$ cat src/hw/brt_map.vh
`ifndef BRT_MAP_VH
`define BRT_MAP_VH
// ==========================================
// Clock and timing
`define BRT_CLK_MHZ        100
`define BRT_DROP_DELAY_US  5
`define BRT_DROP_CYCLES    (`BRT_DROP_DELAY_US * `BRT_CLK_MHZ)
`define BRT_CNT_W          10
// ==========================================
// Byte codes
`define BRT_CHAR_PLUS      8'h2B
`define BRT_CHAR_MINUS     8'h2D
`define BRT_CHAR_CR        8'h0D
`define BRT_DIGIT_HI       4'h3
// ==========================================
// Readout shape
`define BRT_MAX_DIGITS     16
`define BRT_DIGIT_W        4
`define BRT_NDIG_W         5
`define BRT_IDX_W          5
// ==========================================
// Addressing
`define BRT_DEV_TYPE       4'h6
`define BRT_ADDR_W         8
`endif

$ cat src/hw/brt_readout_port.v
`timescale 1ns/10ps
`include "brt_map.vh"
module brt_readout_port (
	clk,
	rst,
	devAddr,
	hostType,
	hostAddr,
	hostEnable,
	hostReady,
	hostData,
	hostValid,
	hostAck,
	hostDataReady,
	instStrobe,
	instSign,
	instDigits,
	numDigits,
	instRequest
);
	input  wire                                      clk;
	input  wire                                      rst;
	input  wire [`BRT_ADDR_W-1:0]                    devAddr;
	input  wire [3:0]                                hostType;
	input  wire [`BRT_ADDR_W-1:0]                    hostAddr;
	input  wire                                      hostEnable;
	input  wire                                      hostReady;
	output reg  [7:0]                                hostData;
	output reg                                       hostValid;
	input  wire                                      hostAck;
	output reg                                       hostDataReady;
	input  wire                                      instStrobe;
	input  wire                                      instSign;
	input  wire [`BRT_MAX_DIGITS*`BRT_DIGIT_W-1:0]   instDigits;
	input  wire [`BRT_NDIG_W-1:0]                    numDigits;
	output reg                                       instRequest;

	localparam ST_IDLE  = 3'h0;
	localparam ST_REQ   = 3'h1;
	localparam ST_DELAY = 3'h2;
	localparam ST_SEND  = 3'h3;
	localparam ST_DRAIN = 3'h4;
	localparam ST_WAIT  = 3'h5;
	localparam [`BRT_CNT_W-1:0] DROP_LAST = `BRT_DROP_CYCLES - 1;
	localparam [`BRT_NDIG_W-1:0] NDIG_MAX = `BRT_MAX_DIGITS;

	// ==========================================
	// Byte formatting
	function [7:0] brtDigitChar;
		input [`BRT_DIGIT_W-1:0] code;
		begin
			brtDigitChar = {`BRT_DIGIT_HI, code};
		end
	endfunction

	// ==========================================
	// Pin synchronisers
	reg [2:0] strobeSync_r;
	reg [2:0] signSync_r;
	reg       strobeLvl_r;
	reg       strobePrev_r;
	reg       signLvl_r;
	always @(posedge clk) begin
		if (rst) begin
			strobeSync_r <= 3'h0;
			signSync_r   <= 3'h0;
			strobeLvl_r  <= 1'b0;
			strobePrev_r <= 1'b0;
			signLvl_r    <= 1'b0;
		end else begin
			strobeSync_r <= {strobeSync_r[1:0], instStrobe};
			signSync_r   <= {signSync_r[1:0], instSign};
			if (strobeSync_r[1] == strobeSync_r[2]) begin
				strobeLvl_r <= strobeSync_r[2];
			end
			if (signSync_r[1] == signSync_r[2]) begin
				signLvl_r <= signSync_r[2];
			end
			strobePrev_r <= strobeLvl_r;
		end
	end
	wire strobeRise = strobeLvl_r & ~strobePrev_r;

	// ==========================================
	// Address match
	wire selected = (hostType == `BRT_DEV_TYPE) && (hostAddr == devAddr);
	wire enabled  = selected && hostEnable;

	// ==========================================
	// Readout capture and sequencing
	reg [2:0]                                state_r;
	reg [2:0]                                state_nxt;
	reg [`BRT_CNT_W-1:0]                     delayCnt_r;
	reg [`BRT_MAX_DIGITS*`BRT_DIGIT_W-1:0]   digits_r;
	reg                                      sign_r;
	reg [`BRT_NDIG_W-1:0]                    nDig_r;
	reg [`BRT_IDX_W:0]                       idx_r;
	reg                                      pushValid;
	reg [7:0]                                pushData;
	wire                                     pushReady;
	wire [7:0]                               bufData;
	wire                                     bufValid;
	wire                                     bufEmpty;
	wire                                     bufPop;
	wire                                     lastByte;
	wire [`BRT_IDX_W-1:0]                    digIdx;

	assign digIdx   = idx_r[`BRT_IDX_W-1:0] - {{(`BRT_IDX_W-1){1'b0}}, 1'b1};
	assign lastByte = (idx_r == {1'b0, nDig_r} + {{`BRT_IDX_W{1'b0}}, 1'b1});

	always @* begin
		pushData = `BRT_CHAR_CR;
		if (idx_r == {(`BRT_IDX_W+1){1'b0}}) begin
			pushData = sign_r ? `BRT_CHAR_PLUS : `BRT_CHAR_MINUS;
		end else if (!lastByte) begin
			pushData = brtDigitChar(digits_r[digIdx*`BRT_DIGIT_W +: `BRT_DIGIT_W]);
		end else begin
			pushData = `BRT_CHAR_CR;
		end
	end

	always @* begin
		pushValid = (state_r == ST_SEND);
		state_nxt = state_r;
		case (state_r)
			ST_IDLE:  if (enabled) state_nxt = ST_REQ;
			ST_REQ:   if (strobeRise) state_nxt = ST_DELAY;
			ST_DELAY: if (delayCnt_r == DROP_LAST) state_nxt = ST_SEND;
			ST_SEND:  if (pushReady && lastByte) state_nxt = ST_DRAIN;
			ST_DRAIN: if (bufEmpty && !hostValid) state_nxt = ST_WAIT;
			ST_WAIT:  if (hostReady && enabled) state_nxt = ST_REQ;
			default:  state_nxt = ST_IDLE;
		endcase
	end

	always @(posedge clk) begin
		if (rst) begin
			state_r     <= ST_IDLE;
			delayCnt_r  <= {`BRT_CNT_W{1'b0}};
			digits_r    <= {(`BRT_MAX_DIGITS*`BRT_DIGIT_W){1'b0}};
			sign_r      <= 1'b0;
			nDig_r      <= {`BRT_NDIG_W{1'b0}};
			idx_r       <= {(`BRT_IDX_W+1){1'b0}};
			instRequest <= 1'b0;
		end else begin
			state_r <= state_nxt;
			if (state_r == ST_REQ && strobeRise) begin
				digits_r <= instDigits;
				sign_r   <= signLvl_r;
				nDig_r   <= (numDigits > NDIG_MAX) ? NDIG_MAX : numDigits;
				idx_r    <= {(`BRT_IDX_W+1){1'b0}};
			end
			delayCnt_r <= (state_r == ST_DELAY) ? delayCnt_r + {{(`BRT_CNT_W-1){1'b0}}, 1'b1}
				: {`BRT_CNT_W{1'b0}};
			if (pushValid && pushReady) begin
				idx_r <= idx_r + {{`BRT_IDX_W{1'b0}}, 1'b1};
			end
			instRequest <= (state_nxt == ST_REQ) || (state_nxt == ST_DELAY);
		end
	end

	// ==========================================
	// Output buffer and host register stage
	brt_skid_buffer #(
		.WIDTH(8)
	) uBuf (
		.clk      (clk),
		.rst      (rst),
		.inData   (pushData),
		.inValid  (pushValid),
		.inReady  (pushReady),
		.outData  (bufData),
		.outValid (bufValid),
		.outReady (bufPop)
	);
	assign bufEmpty = ~bufValid;
	assign bufPop   = bufValid && (!hostValid || hostAck);

	always @(posedge clk) begin
		if (rst) begin
			hostData      <= 8'h00;
			hostValid     <= 1'b0;
			hostDataReady <= 1'b0;
		end else begin
			if (bufPop) begin
				hostData  <= bufData;
				hostValid <= 1'b1;
			end else if (hostAck) begin
				hostValid <= 1'b0;
			end
			hostDataReady <= (state_nxt == ST_SEND) || (state_nxt == ST_DRAIN);
		end
	end
endmodule // brt_readout_port

$ cat src/hw/brt_skid_buffer.v
`timescale 1ns/10ps
// ==========================================
// Two-entry buffer
module brt_skid_buffer #(
	parameter WIDTH = 8
) (
	input  wire             clk,
	input  wire             rst,
	input  wire [WIDTH-1:0] inData,
	input  wire             inValid,
	output wire             inReady,
	output wire [WIDTH-1:0] outData,
	output wire             outValid,
	input  wire             outReady
);
	reg [WIDTH-1:0] mem_r [0:1];
	reg             wrPtr_r;
	reg             rdPtr_r;
	reg [1:0]       count_r;
	wire            doPush;
	wire            doPop;

	assign inReady  = (count_r != 2'h2);
	assign outValid = (count_r != 2'h0);
	assign outData  = mem_r[rdPtr_r];
	assign doPush   = inValid && inReady;
	assign doPop    = outValid && outReady;

	always @(posedge clk) begin
		if (doPush) begin
			mem_r[wrPtr_r] <= inData;
		end
	end

	always @(posedge clk) begin
		if (rst) begin
			wrPtr_r <= 1'b0;
			rdPtr_r <= 1'b0;
			count_r <= 2'h0;
		end else begin
			if (doPush) begin
				wrPtr_r <= ~wrPtr_r;
			end
			if (doPop) begin
				rdPtr_r <= ~rdPtr_r;
			end
			case ({doPush, doPop})
				2'b10: count_r <= count_r + 2'h1;
				2'b01: count_r <= count_r - 2'h1;
				default: count_r <= count_r;
			endcase
		end
	end
endmodule // brt_skid_buffer

$ cat config.mk
export PLATFORM = sky130hd
export DESIGN_NAME = brt_readout_port
export DESIGN_NICKNAME = d
export VERILOG_FILES = /design/src/hw/brt_readout_port.v /design/src/hw/brt_skid_buffer.v
export VERILOG_INCLUDE_DIRS = /design/src /design/src/hw
export SDC_FILE = /design/constraint.sdc
export NUM_CORES = 1
export LEC_CHECK = 0
export ABC_CLOCK_PERIOD_IN_PS = 3100
export BUFFER_PORTS_ARGS = -buffer_cell sky130_fd_sc_hd__buf_2
export CORE_UTILIZATION = 40
export DETAILED_ROUTE_END_ITERATION = 8
export GPL_TIMING_DRIVEN = 0
export PLACE_DENSITY = 0.59
export SLEW_MARGIN = 15
export SYNTH_ARGS = -nofsm -noshare
export SYNTH_HDL_FRONTEND = slang
export SYNTH_HIERARCHICAL = 1
export SYNTH_SLANG_ARGS = --single-unit
$ cat constraint.sdc
create_clock -name clk -period 3.1 [get_ports clk]
set_input_delay 0.465 -clock clk [delete_from_list [all_inputs] [get_ports clk]]
set_output_delay 0.465 -clock clk [all_outputs]
set_load 0.05 [all_outputs]
Yosys cells after proc, flatten, opt, wreduce, memory -nomap -nowiden
Memory sizes are Yosys's and may differ from the RTL's. A register that Yosys moved wholly into a read port is not among the register bits.
Cells that the tools add are included.
{"block": "word_totals", "in_bits": 96, "out_inout_bits": 11, "wordCells": 89, "mem_count": 1, "register_bits": 113, "ram_bits": 12}
{"memory": "uBuf.mem_r", "depth": 2, "width": 6, "read_ports": 1, "rd_ports_with_merged_regs": 1, "wr": 1, "line": "brt_skid_buffer.v:16", "source": "reg [WIDTH-1:0] mem_r [0:1];"}
{"block": "classes", "n_bitwise": 6, "n_addsub": 6, "reduce_logical": 20, "muxes": 18, "eq_ne": 18, "n_shift": 1, "order_cmp": 1}
{"cell": "$shiftx A64 B8 Y4", "count": 1}
{"cell": "$mux W6", "count": 4}
{"cell": "$mux W3", "count": 7}
{"cell": "$pmux W3 S6", "count": 1}
{"cell": "$eq A3 B2 Y1 const B", "count": 4}
{"cell": "$add A10 B1 Y10 const B", "count": 1}
{"cell": "$eq A10 B9 Y1 const B", "count": 1}
{"cell": "$eq A3 B3 Y1 const B", "count": 3}
{"cell": "$logic_and A1 B1 Y1", "count": 9}
{"cell": "$eq A8 B8 Y1", "count": 1}
{"cell": "$reduce_bool A2 Y1", "count": 4}
{"cell": "$add A5 B1 Y6 const B", "count": 1}
{"cell": "$add A6 B1 Y6 const B", "count": 1}
{"cell": "$eq A3 B1 Y1 const B", "count": 2}
{"cell": "$eq A6 B6 Y1", "count": 1}
{"cell": "$logic_not A6 Y1", "count": 1}
{"cell": "$gt A5 B5 Y1 const B", "count": 1}
{"cell": "$mux W5", "count": 1}
{"cell": "$not A1 Y1", "count": 5}
{"cell": "$sub A5 B1 Y5 const B", "count": 1}
{"cell": "$eq A4 B3 Y1 const B", "count": 1}
{"cell": "$mux W1", "count": 4}
{"cell": "$pmux W2 S2", "count": 1}
{"cell": "$logic_not A3 Y1", "count": 1}
{"cell": "other kinds (10)", "count": 13}

Depth between registers and ports, before layout
Gate-level depths: netlist of run 1.
{"block": "logic_depth", "ltp_word": 8, "mapped_depth": 10}

By module
Netlist of run 1, hierarchy kept.
{"module": "brt_readout_port", "instances": 1, "seq_area_each_um2": 2182.1, "area_each_um2": 4897.2, "cells_each": 577}
{"module": "brt_skid_buffer", "instances": 1, "seq_area_each_um2": 580.6, "area_each_um2": 798.3, "cells_each": 49}

Worst setup path before layout of run 1
OpenSTA, ideal clock, no wires.
{"block": "synth_timing", "path_kind": "reg-to-reg", "startpoint": "register idx_r[0]", "endpoint": "memory uBuf/mem_r[0][0] (netlist bit), data pin", "required_ns": 2.839, "path_buffers": 3, "path_slack_ns": 0.741, "synth_period_minus_slack_ns": 2.359, "path_stages_with_launch": 10, "setup_ns": 0.261, "arrival_time_ns": 2.098, "path_cell_list": "dfxtp_1 buf_4 inv_1 ha_1 buf_2 buf_2 mux4_2 mux2_2 o211ai_1 nand2_1"}
{"block": "synth_between", "elab_chain_cells": 4}
{"element": "from (decl)", "line": "brt_readout_port.v:97", "source": "reg [`BRT_IDX_W:0] idx_r;"}
{"element": "from (signal assigned)", "line": "brt_readout_port.v:143", "source": "idx_r <= {(`BRT_IDX_W+1){1'b0}};"}
{"element": "from (signal assigned)", "line": "brt_readout_port.v:151", "source": "idx_r <= {(`BRT_IDX_W+1){1'b0}};"}
{"element": "from (signal assigned)", "line": "brt_readout_port.v:156", "source": "idx_r <= idx_r + {{`BRT_IDX_W{1'b0}}, 1'b1};"}
{"element": "$sub A5 B1 Y5", "line": "brt_readout_port.v:108", "source": "assign digIdx = idx_r[`BRT_IDX_W-1:0] - {{(`BRT_IDX_W-1){1'b0}}, 1'b1};"}
{"element": "$shiftx A64 B8 Y4", "line": "brt_readout_port.v:116", "source": "pushData = brtDigitChar(digits_r[digIdx*`BRT_DIGIT_W +: `BRT_DIGIT_W]);"}
{"element": "$mux W6", "line": "brt_readout_port.v:115", "source": "end else if (!lastByte) begin"}
{"element": "$mux W6 (*)", "line": "brt_readout_port.v:113", "source": "if (idx_r == {(`BRT_IDX_W+1){1'b0}}) begin"}
{"element": "named net pushData[0]", "line": "brt_readout_port.v:99", "source": "reg [7:0] pushData;"}
{"element": "to (decl)", "line": "brt_skid_buffer.v:16"}
Mark *: on every way through the listed nets, which the timed path passes. The rest lies on a longest branch.

Worst setup path after layout of run 1
{"block": "layout_timing", "startpoint": "register idx_r[0]", "endpoint": "memory uBuf/mem_r[1][0] (netlist bit), data pin"}
Same word-level chain as after synthesis.

==> impl_metrics.env, run 1 <==
export IMPL_track_usage=0.197
export IMPL_min_path_cells=2
export IMPL_dr_pass1_iters=4
export IMPL_syn_area_mm2=0.00570
export IMPL_synth_area_leader_cell="dfxtp_1"
export IMPL_postSynthAreaPerCell_um2=9.10
export IMPL_multi_input_area_mm2=0.00272
export IMPL_ioPinCount=107
export IMPL_critical_path_depth=9
export IMPL_p_int_mw=2.97
export IMPL_antenna_found_initial=0
export IMPL_reg2reg_to="uBuf/mem_r[1][0]"
export IMPL_routabilityCongestion=0.760
export IMPL_path_class="reg -> reg"
export IMPL_finalWorstSetupSlack_ns=0.173
export IMPL_endpoint_kind="flip-flop"
export IMPL_clock_fmax_mhz=342
export IMPL_slew_headroom=0.560
export IMPL_synthArstFlopShare=0
export IMPL_grt_max_degree=17
export IMPL_stdcell_area_mm2=0.00706
export IMPL_clock_power_share=0.520
export IMPL_yosys_register_bits=130
export IMPL_ant_nets=0
export IMPL_grt_pass1_wl_um=21900
export IMPL_outcome="finished, final reports clean"
export IMPL_finalNonFillerCells=947
export IMPL_antenna_cells=0
export IMPL_rsz0062_at_grt="no"
export IMPL_place_inst=915
export IMPL_min_from="instSign"
export IMPL_drive_gt1_frac=0.248
export IMPL_clk_pin_slew_worst_paths_ns=0.06
export IMPL_grt_pass1_vias=4653
export IMPL_tritoncts="built"
export IMPL_worst_ep_required_time_ns=3.25
export IMPL_placed_area_mm2=0.00646
export IMPL_path_cells="buf_4, inv_1, ha_1, buf_2, clkbuf_4, mux4_2, mux2_2, o211ai_1, nand2_1"
export IMPL_seq_area_mm2=0.00276
export IMPL_htree_levels=4
export IMPL_finalClockSkew_ns=0.00778
export IMPL_initial_core_util=0.410
export IMPL_rows=43
export IMPL_post_place_ws_ns=0.165
export IMPL_critical_path_top_delay_family="buffers and inverters"
export IMPL_wl_um=13400
export IMPL_tightest_slew_ns=0.661
export IMPL_die_x_um=121
export IMPL_yosysSeqAreaShare=0.485
export IMPL_swShare=0.212
export IMPL_drt_vias_per_instance=4.93
export IMPL_syn_inst=626
export IMPL_synth_edf_count=16
export IMPL_maxSlewViolCount=0
export IMPL_slowest_stage="dfxtp_1"
export IMPL_die_h_um=121
export IMPL_clockRootBuffer="clkbuf_16"
export IMPL_hold_class="in -> reg"
export IMPL_overflow=0
export IMPL_crit_path_max_incr_delay_ns=0.43
export IMPL_power_switching_mw=0.799
export IMPL_final_nets=856
export IMPL_ys_warn_count=6
export IMPL_comb_power_share=0.028
export IMPL_hold_viol_final=0
export IMPL_cts_hold_buf=0
export IMPL_dp_hpwl_um=9760
export IMPL_worst_setup_path_start_kind="flip-flop"
export IMPL_powerDensity_mw_per_mm2=534
export IMPL_finalCritPeriodShare=0.944
export IMPL_drt_iter0_markers=184
export IMPL_wl_per_cell_um=14.1
export IMPL_reg2reg_depth=9
export IMPL_finalSetupViolCount=0
export IMPL_synth_distinct_cells=59
export IMPL_finalPower_mw=3.77
export IMPL_holdPathEnd="signSync_r[0]"
export IMPL_reg2reg_from="idx_r[0]"
export IMPL_fill_cells=1348
export IMPL_synth_top_flop_cell="dfxtp_1"
export IMPL_p_leak_nw=2.66
export IMPL_io_buffers=106
export IMPL_clk_latency_ns=0.42
export IMPL_syn2layout_area_growth_pct=23.9
export IMPL_finalCriticalPeriod_ns=2.93
export IMPL_path_buf_inv=4
export IMPL_clockBufferDepth=2
export IMPL_worst_ir_drop_vdd_uv=374
export IMPL_yosys_top_cells_area="dfxtp_1 (40%), nand2_1 (12%), edfxtp_1 (8.4%), a21oi_1 (8.0%), mux4_2 (5.1%)"
export IMPL_synth_top_area_frac=0.401
export IMPL_fin_util=0.508
export IMPL_whs_ns=0.272
export IMPL_remaining_drc_errors=0
export IMPL_route_vias_total=4666
export IMPL_arrival_ns=3.08
export IMPL_fin_setup_tns_ns=0
export IMPL_seq_power_share=0.452
export IMPL_cts_sinks=130
export IMPL_r2r_slack_ns=0.17
export IMPL_cts_buffers=17
export IMPL_dieArea_mm2=0.0147
export IMPL_max_cap_violations=0
export IMPL_crit_start="idx_r[0]"
export IMPL_cp_max_fo=10
export IMPL_core_area_mm2=0.0139
## sequential cells by signal, summed over array words and instances (netlist names), 2 cells and up, named ones only
name and count:
delayCnt_r 10, digits_r 64, hostData 8, idx_r 6, nDig_r 5, signSync_r 3, state_r 3, strobeSync_r 3
uBuf/count_r 2, uBuf/mem_r 16
## power groups by stage
stage               Clock, mW  Sequential [mW]  Combinational [mW]
floorplan                   0             1.74              0.0309
global placement            0             1.74               0.104
detailed placement          0             1.74               0.105
CTS                      2.00             1.71               0.106
global route             2.10             1.70               0.116
finish                   1.96             1.71               0.105
## synth_stat cells (6+ instances only)
cell and count:
a21oi_1 91, buf_2 15, clkbuf_1 20, dfxtp_1 114, edfxtp_1 16, ha_1 6
inv_1 11, mux2_2 11, mux4_2 13, nand2_1 175, nand3_1 8, nor2_1 24
nor2b_1 10, o21ai_0 6, xnor2_1 8, xor2_1 16
## repair_timing
action	CTS	global route
setup buffers	0	0
resized for setup	0	1
endpoints found under the setup margin	0	2
## layout make-up
class	count	area share
plain buffers	38	0.0254
clock buffers	21	0.0697
clock inverters	11	0.0140
inverters	12	0.00638
multi-input cells	449	0.386
flip-flops and latches	130	0.392
well taps	180	0.0319
repair buffers	106	0.0752
## cells by family (layout without fill, tap and decap cells)
group | Yosys count | after routing | share of synthesized area
simple gates | 259 | 259 | 0.201
mux | 31 | 31 | 0.0940
other cells | 1 | 4 | 0.000658
buf+inv | 50 | 188 | 0.0389
compound gates | 124 | 124 | 0.125
fa+ha+maj | 6 | 6 | 0.0132
flops | 130 | 130 | 0.485
xor+xnor | 25 | 25 | 0.0417
## worst max path at each step
stage,end,slack [ns]
global route,uBuf/mem_r[1][0],0.04
finish,uBuf/mem_r[1][0],0.17
CTS,uBuf/mem_r[1][0],0.12
detailed placement,uBuf/mem_r[1][0],0.17
global placement,uBuf/mem_r[1][3],0.17
floorplan,uBuf/mem_r[0][0],0.74
## placed cells by master (no fill, tap or decap), drive strengths merged, types with 6 or more instances in the layout
| cell | instances |
|---|---|
| a21oi | 91 |
| buf | 123 |
| clkbuf | 42 |
| dfxtp | 114 |
| edfxtp | 16 |
| ha | 6 |
| inv | 14 |
| mux2 | 11 |
| mux4 | 16 |
| nand2 | 175 |
| nand3 | 8 |
| nor2 | 25 |
| nor2b | 10 |
| o21ai | 8 |
| xnor2 | 9 |
| xor2 | 16 |
## routing by layer
layer  vias to the layer above  GRT usage  wire length, um
met1                      2146      0.241             6010
met5                         -          0                0
met4                         0     0.0872              261
met3                        18     0.0583              570
li1                       2398          -                -
met2                       104      0.320             6520
## worst reg2reg max path, stage by stage (launching register included)
cell	delay, ns
dfxtp_1	0.43
buf_4	0.28
inv_1	0.10
ha_1	0.29
buf_2	0.22
clkbuf_4	0.31
mux4_2	0.34
mux2_2	0.28
o211ai_1	0.29
nand2_1	0.13
(Power assumes the default switching activity.)
==> inputs of run 2 (changes only) <==
Settings changed: ABC_CLOCK_PERIOD_IN_PS 3100 to 3400, MAX_ROUTING_LAYER from default to met4, TNS_END_PERCENT from default to 5.
Clock period 3.1 ns to 3.4 ns, I/O delays scaled along.
==> impl_metrics.env, run 2 (synthesized netlist as in run 1, its figures left out) <==
export IMPL_min_from="instSign"
export IMPL_rows=43
export IMPL_finalSetupViolCount=0
export IMPL_syn2layout_area_growth_pct=23.8
export IMPL_seq_power_share=0.452
export IMPL_dr_pass1_iters=5
export IMPL_p_leak_nw=2.66
export IMPL_cts_resized_gates=0
export IMPL_worst_ir_drop_vdd_uv=344
export IMPL_antenna_cells=0
export IMPL_largest_register="digits_r"
export IMPL_path_common_cell="buf_2"
export IMPL_post_cts_setup_buffers=0
export IMPL_path_class="reg -> reg"
export IMPL_initial_core_util=0.410
export IMPL_fill_cells=1349
export IMPL_final_cell_mix="nand2_1 (175), buf_2 (121), dfxtp_1 (114)"
export IMPL_power_switching_mw=0.731
export IMPL_cp_max_fo=10
export IMPL_track_usage=0.203
export IMPL_tritoncts="built"
export IMPL_clk_pin_slew_worst_paths_ns=0.06
export IMPL_reg_top3="digits_r: 64 flops, uBuf/mem_r: 16 flops, delayCnt_r: 10 flops"
export IMPL_max_cap_violations=0
export IMPL_holdPathEnd="signSync_r[0]"
export IMPL_grt_pass1_vias=4655
export IMPL_maxSlewViolCount=0
export IMPL_die_x_um=121
export IMPL_clock_power_share=0.520
export IMPL_die_h_um=121
export IMPL_worst_setup_path_start_kind="flip-flop"
export IMPL_slew_headroom=0.559
export IMPL_dp_hpwl_um=9760
export IMPL_fin_util=0.508
export IMPL_htree_levels=4
export IMPL_reg2reg_to="uBuf/mem_r[1][0]"
export IMPL_finalCritPeriodShare=0.884
export IMPL_path_cells="buf_4, inv_1, ha_1, buf_2, buf_2, mux4_2, mux2_2, o211ai_1, nand2_1"
export IMPL_finalPower_mw=3.44
export IMPL_overflow=0
export IMPL_fin_setup_tns_ns=0
export IMPL_wl_per_cell_um=14.1
export IMPL_clk_latency_ns=0.42
export IMPL_grt_max_degree=17
export IMPL_finalClockSkew_ns=0.00784
export IMPL_min_path_cells=2
export IMPL_multi_input_area_mm2=0.00272
export IMPL_routabilityCongestion=0.770
export IMPL_drt_iter0_markers=190
export IMPL_core_area_mm2=0.0139
export IMPL_comb_power_share=0.028
export IMPL_ant_nets=0
export IMPL_worst_ep_required_time_ns=3.55
export IMPL_dieArea_mm2=0.0147
export IMPL_tightest_slew_ns=0.662
export IMPL_powerDensity_mw_per_mm2=488
export IMPL_final_common_cell="nand2_1"
export IMPL_grt_pass1_wl_um=21900
export IMPL_p_int_mw=2.71
export IMPL_arrival_ns=3.16
export IMPL_cts_sinks=130
export IMPL_reg2reg_depth=9
export IMPL_route_vias_total=4673
export IMPL_ioPinCount=107
export IMPL_outcome="finished, final reports clean"
export IMPL_wl_um=13400
export IMPL_clock_fmax_mhz=333
export IMPL_clockBufferDepth=2
export IMPL_cts_buffers=17
export IMPL_slowest_stage="dfxtp_1"
export IMPL_drive_gt1_frac=0.248
export IMPL_rsz0062_at_grt="no"
export IMPL_swShare=0.212
export IMPL_cts_hold_buf=0
export IMPL_crit_path_max_incr_delay_ns=0.43
export IMPL_finalCriticalPeriod_ns=3.00
export IMPL_io_buffers=106
export IMPL_hold_class="in -> reg"
export IMPL_seq_area_mm2=0.00276
export IMPL_drt_vias_per_instance=4.93
export IMPL_clockRootBuffer="clkbuf_16"
export IMPL_endpoint_kind="flip-flop"
export IMPL_final_nets=856
export IMPL_remaining_drc_errors=0
export IMPL_r2r_slack_ns=0.40
export IMPL_antenna_found_initial=0
export IMPL_reg2reg_from="idx_r[0]"
export IMPL_hold_viol_final=0
export IMPL_largest_register_ffs=64
## run 2: cell count changes in the layout (fill, tap and decap cells not counted), sizes merged
cell	before	now
buf	123	124
clkbuf	42	41
## run 2: final cells by class
type / count / area share
Multi-Input combinational cell: 449 / 0.386
Inverter: 12 / 0.00639
Tap cell: 180 / 0.0319
Sequential cell: 130 / 0.392
Clock buffer: 21 / 0.0697
Clock inverter: 11 / 0.0140
Timing Repair Buffer: 106 / 0.0752
Buffer: 38 / 0.0250
## run 2: worst max path at each step
| stage | from | end | depth (start not counted) |
|---|---|---|---|
| after global routing | idx_r[0] | uBuf/mem_r[1][0] | 9 |
| after floorplan | idx_r[0] | uBuf/mem_r[0][0] | 9 |
| after global placement | idx_r[0] | uBuf/mem_r[1][3] | 9 |
| after detailed placement | idx_r[0] | uBuf/mem_r[1][0] | 9 |
| after CTS | idx_r[0] | uBuf/mem_r[1][0] | 9 |
| final | idx_r[0] | uBuf/mem_r[1][0] | 9 |
## run 2: stage by stage
stage                     instances  setup WS (ns)  hold WS, ns  instance area (um^2)
after CTS                       947          0.424        0.296                  7050
after global placement          915          0.469        0.438                  6460
final                           947          0.396        0.313                  7050
after global routing            947          0.269        0.297                  7050
after floorplan                 629           1.04        0.414                  5710
after detailed placement        915          0.465        0.444                  6460
## run 2: power by group through the flow
stage | logic (mW) | clock network [mW] | registers [mW]
after floorplan | 0.0282 | 0 | 1.59
final | 0.0959 | 1.79 | 1.55
after global routing | 0.106 | 1.91 | 1.55
after global placement | 0.0951 | 0 | 1.59
after detailed placement | 0.0962 | 0 | 1.59
after CTS | 0.0967 | 1.82 | 1.55
## run 2: critical path: cells and delay by family (launching register included)
kind | cells | cell delay (ns)
flip-flops | 1 | 0.43
AO/OA/AOI/OAI | 1 | 0.29
adder cells (fa/ha/maj) | 1 | 0.29
AND/OR/NAND/NOR | 1 | 0.13
multiplexers | 2 | 0.65
buffers and inverters | 4 | 0.95
## run 2: routing by layer
metal | GRT usage | wire, um | up-vias
li1 | - | - | 2397
met1 | 0.242 | 6050 | 2151
met2 | 0.320 | 6500 | 105
met3 | 0.0564 | 573 | 20
met4 | 0.0872 | 246 | 0
met5 | - | 0 | -
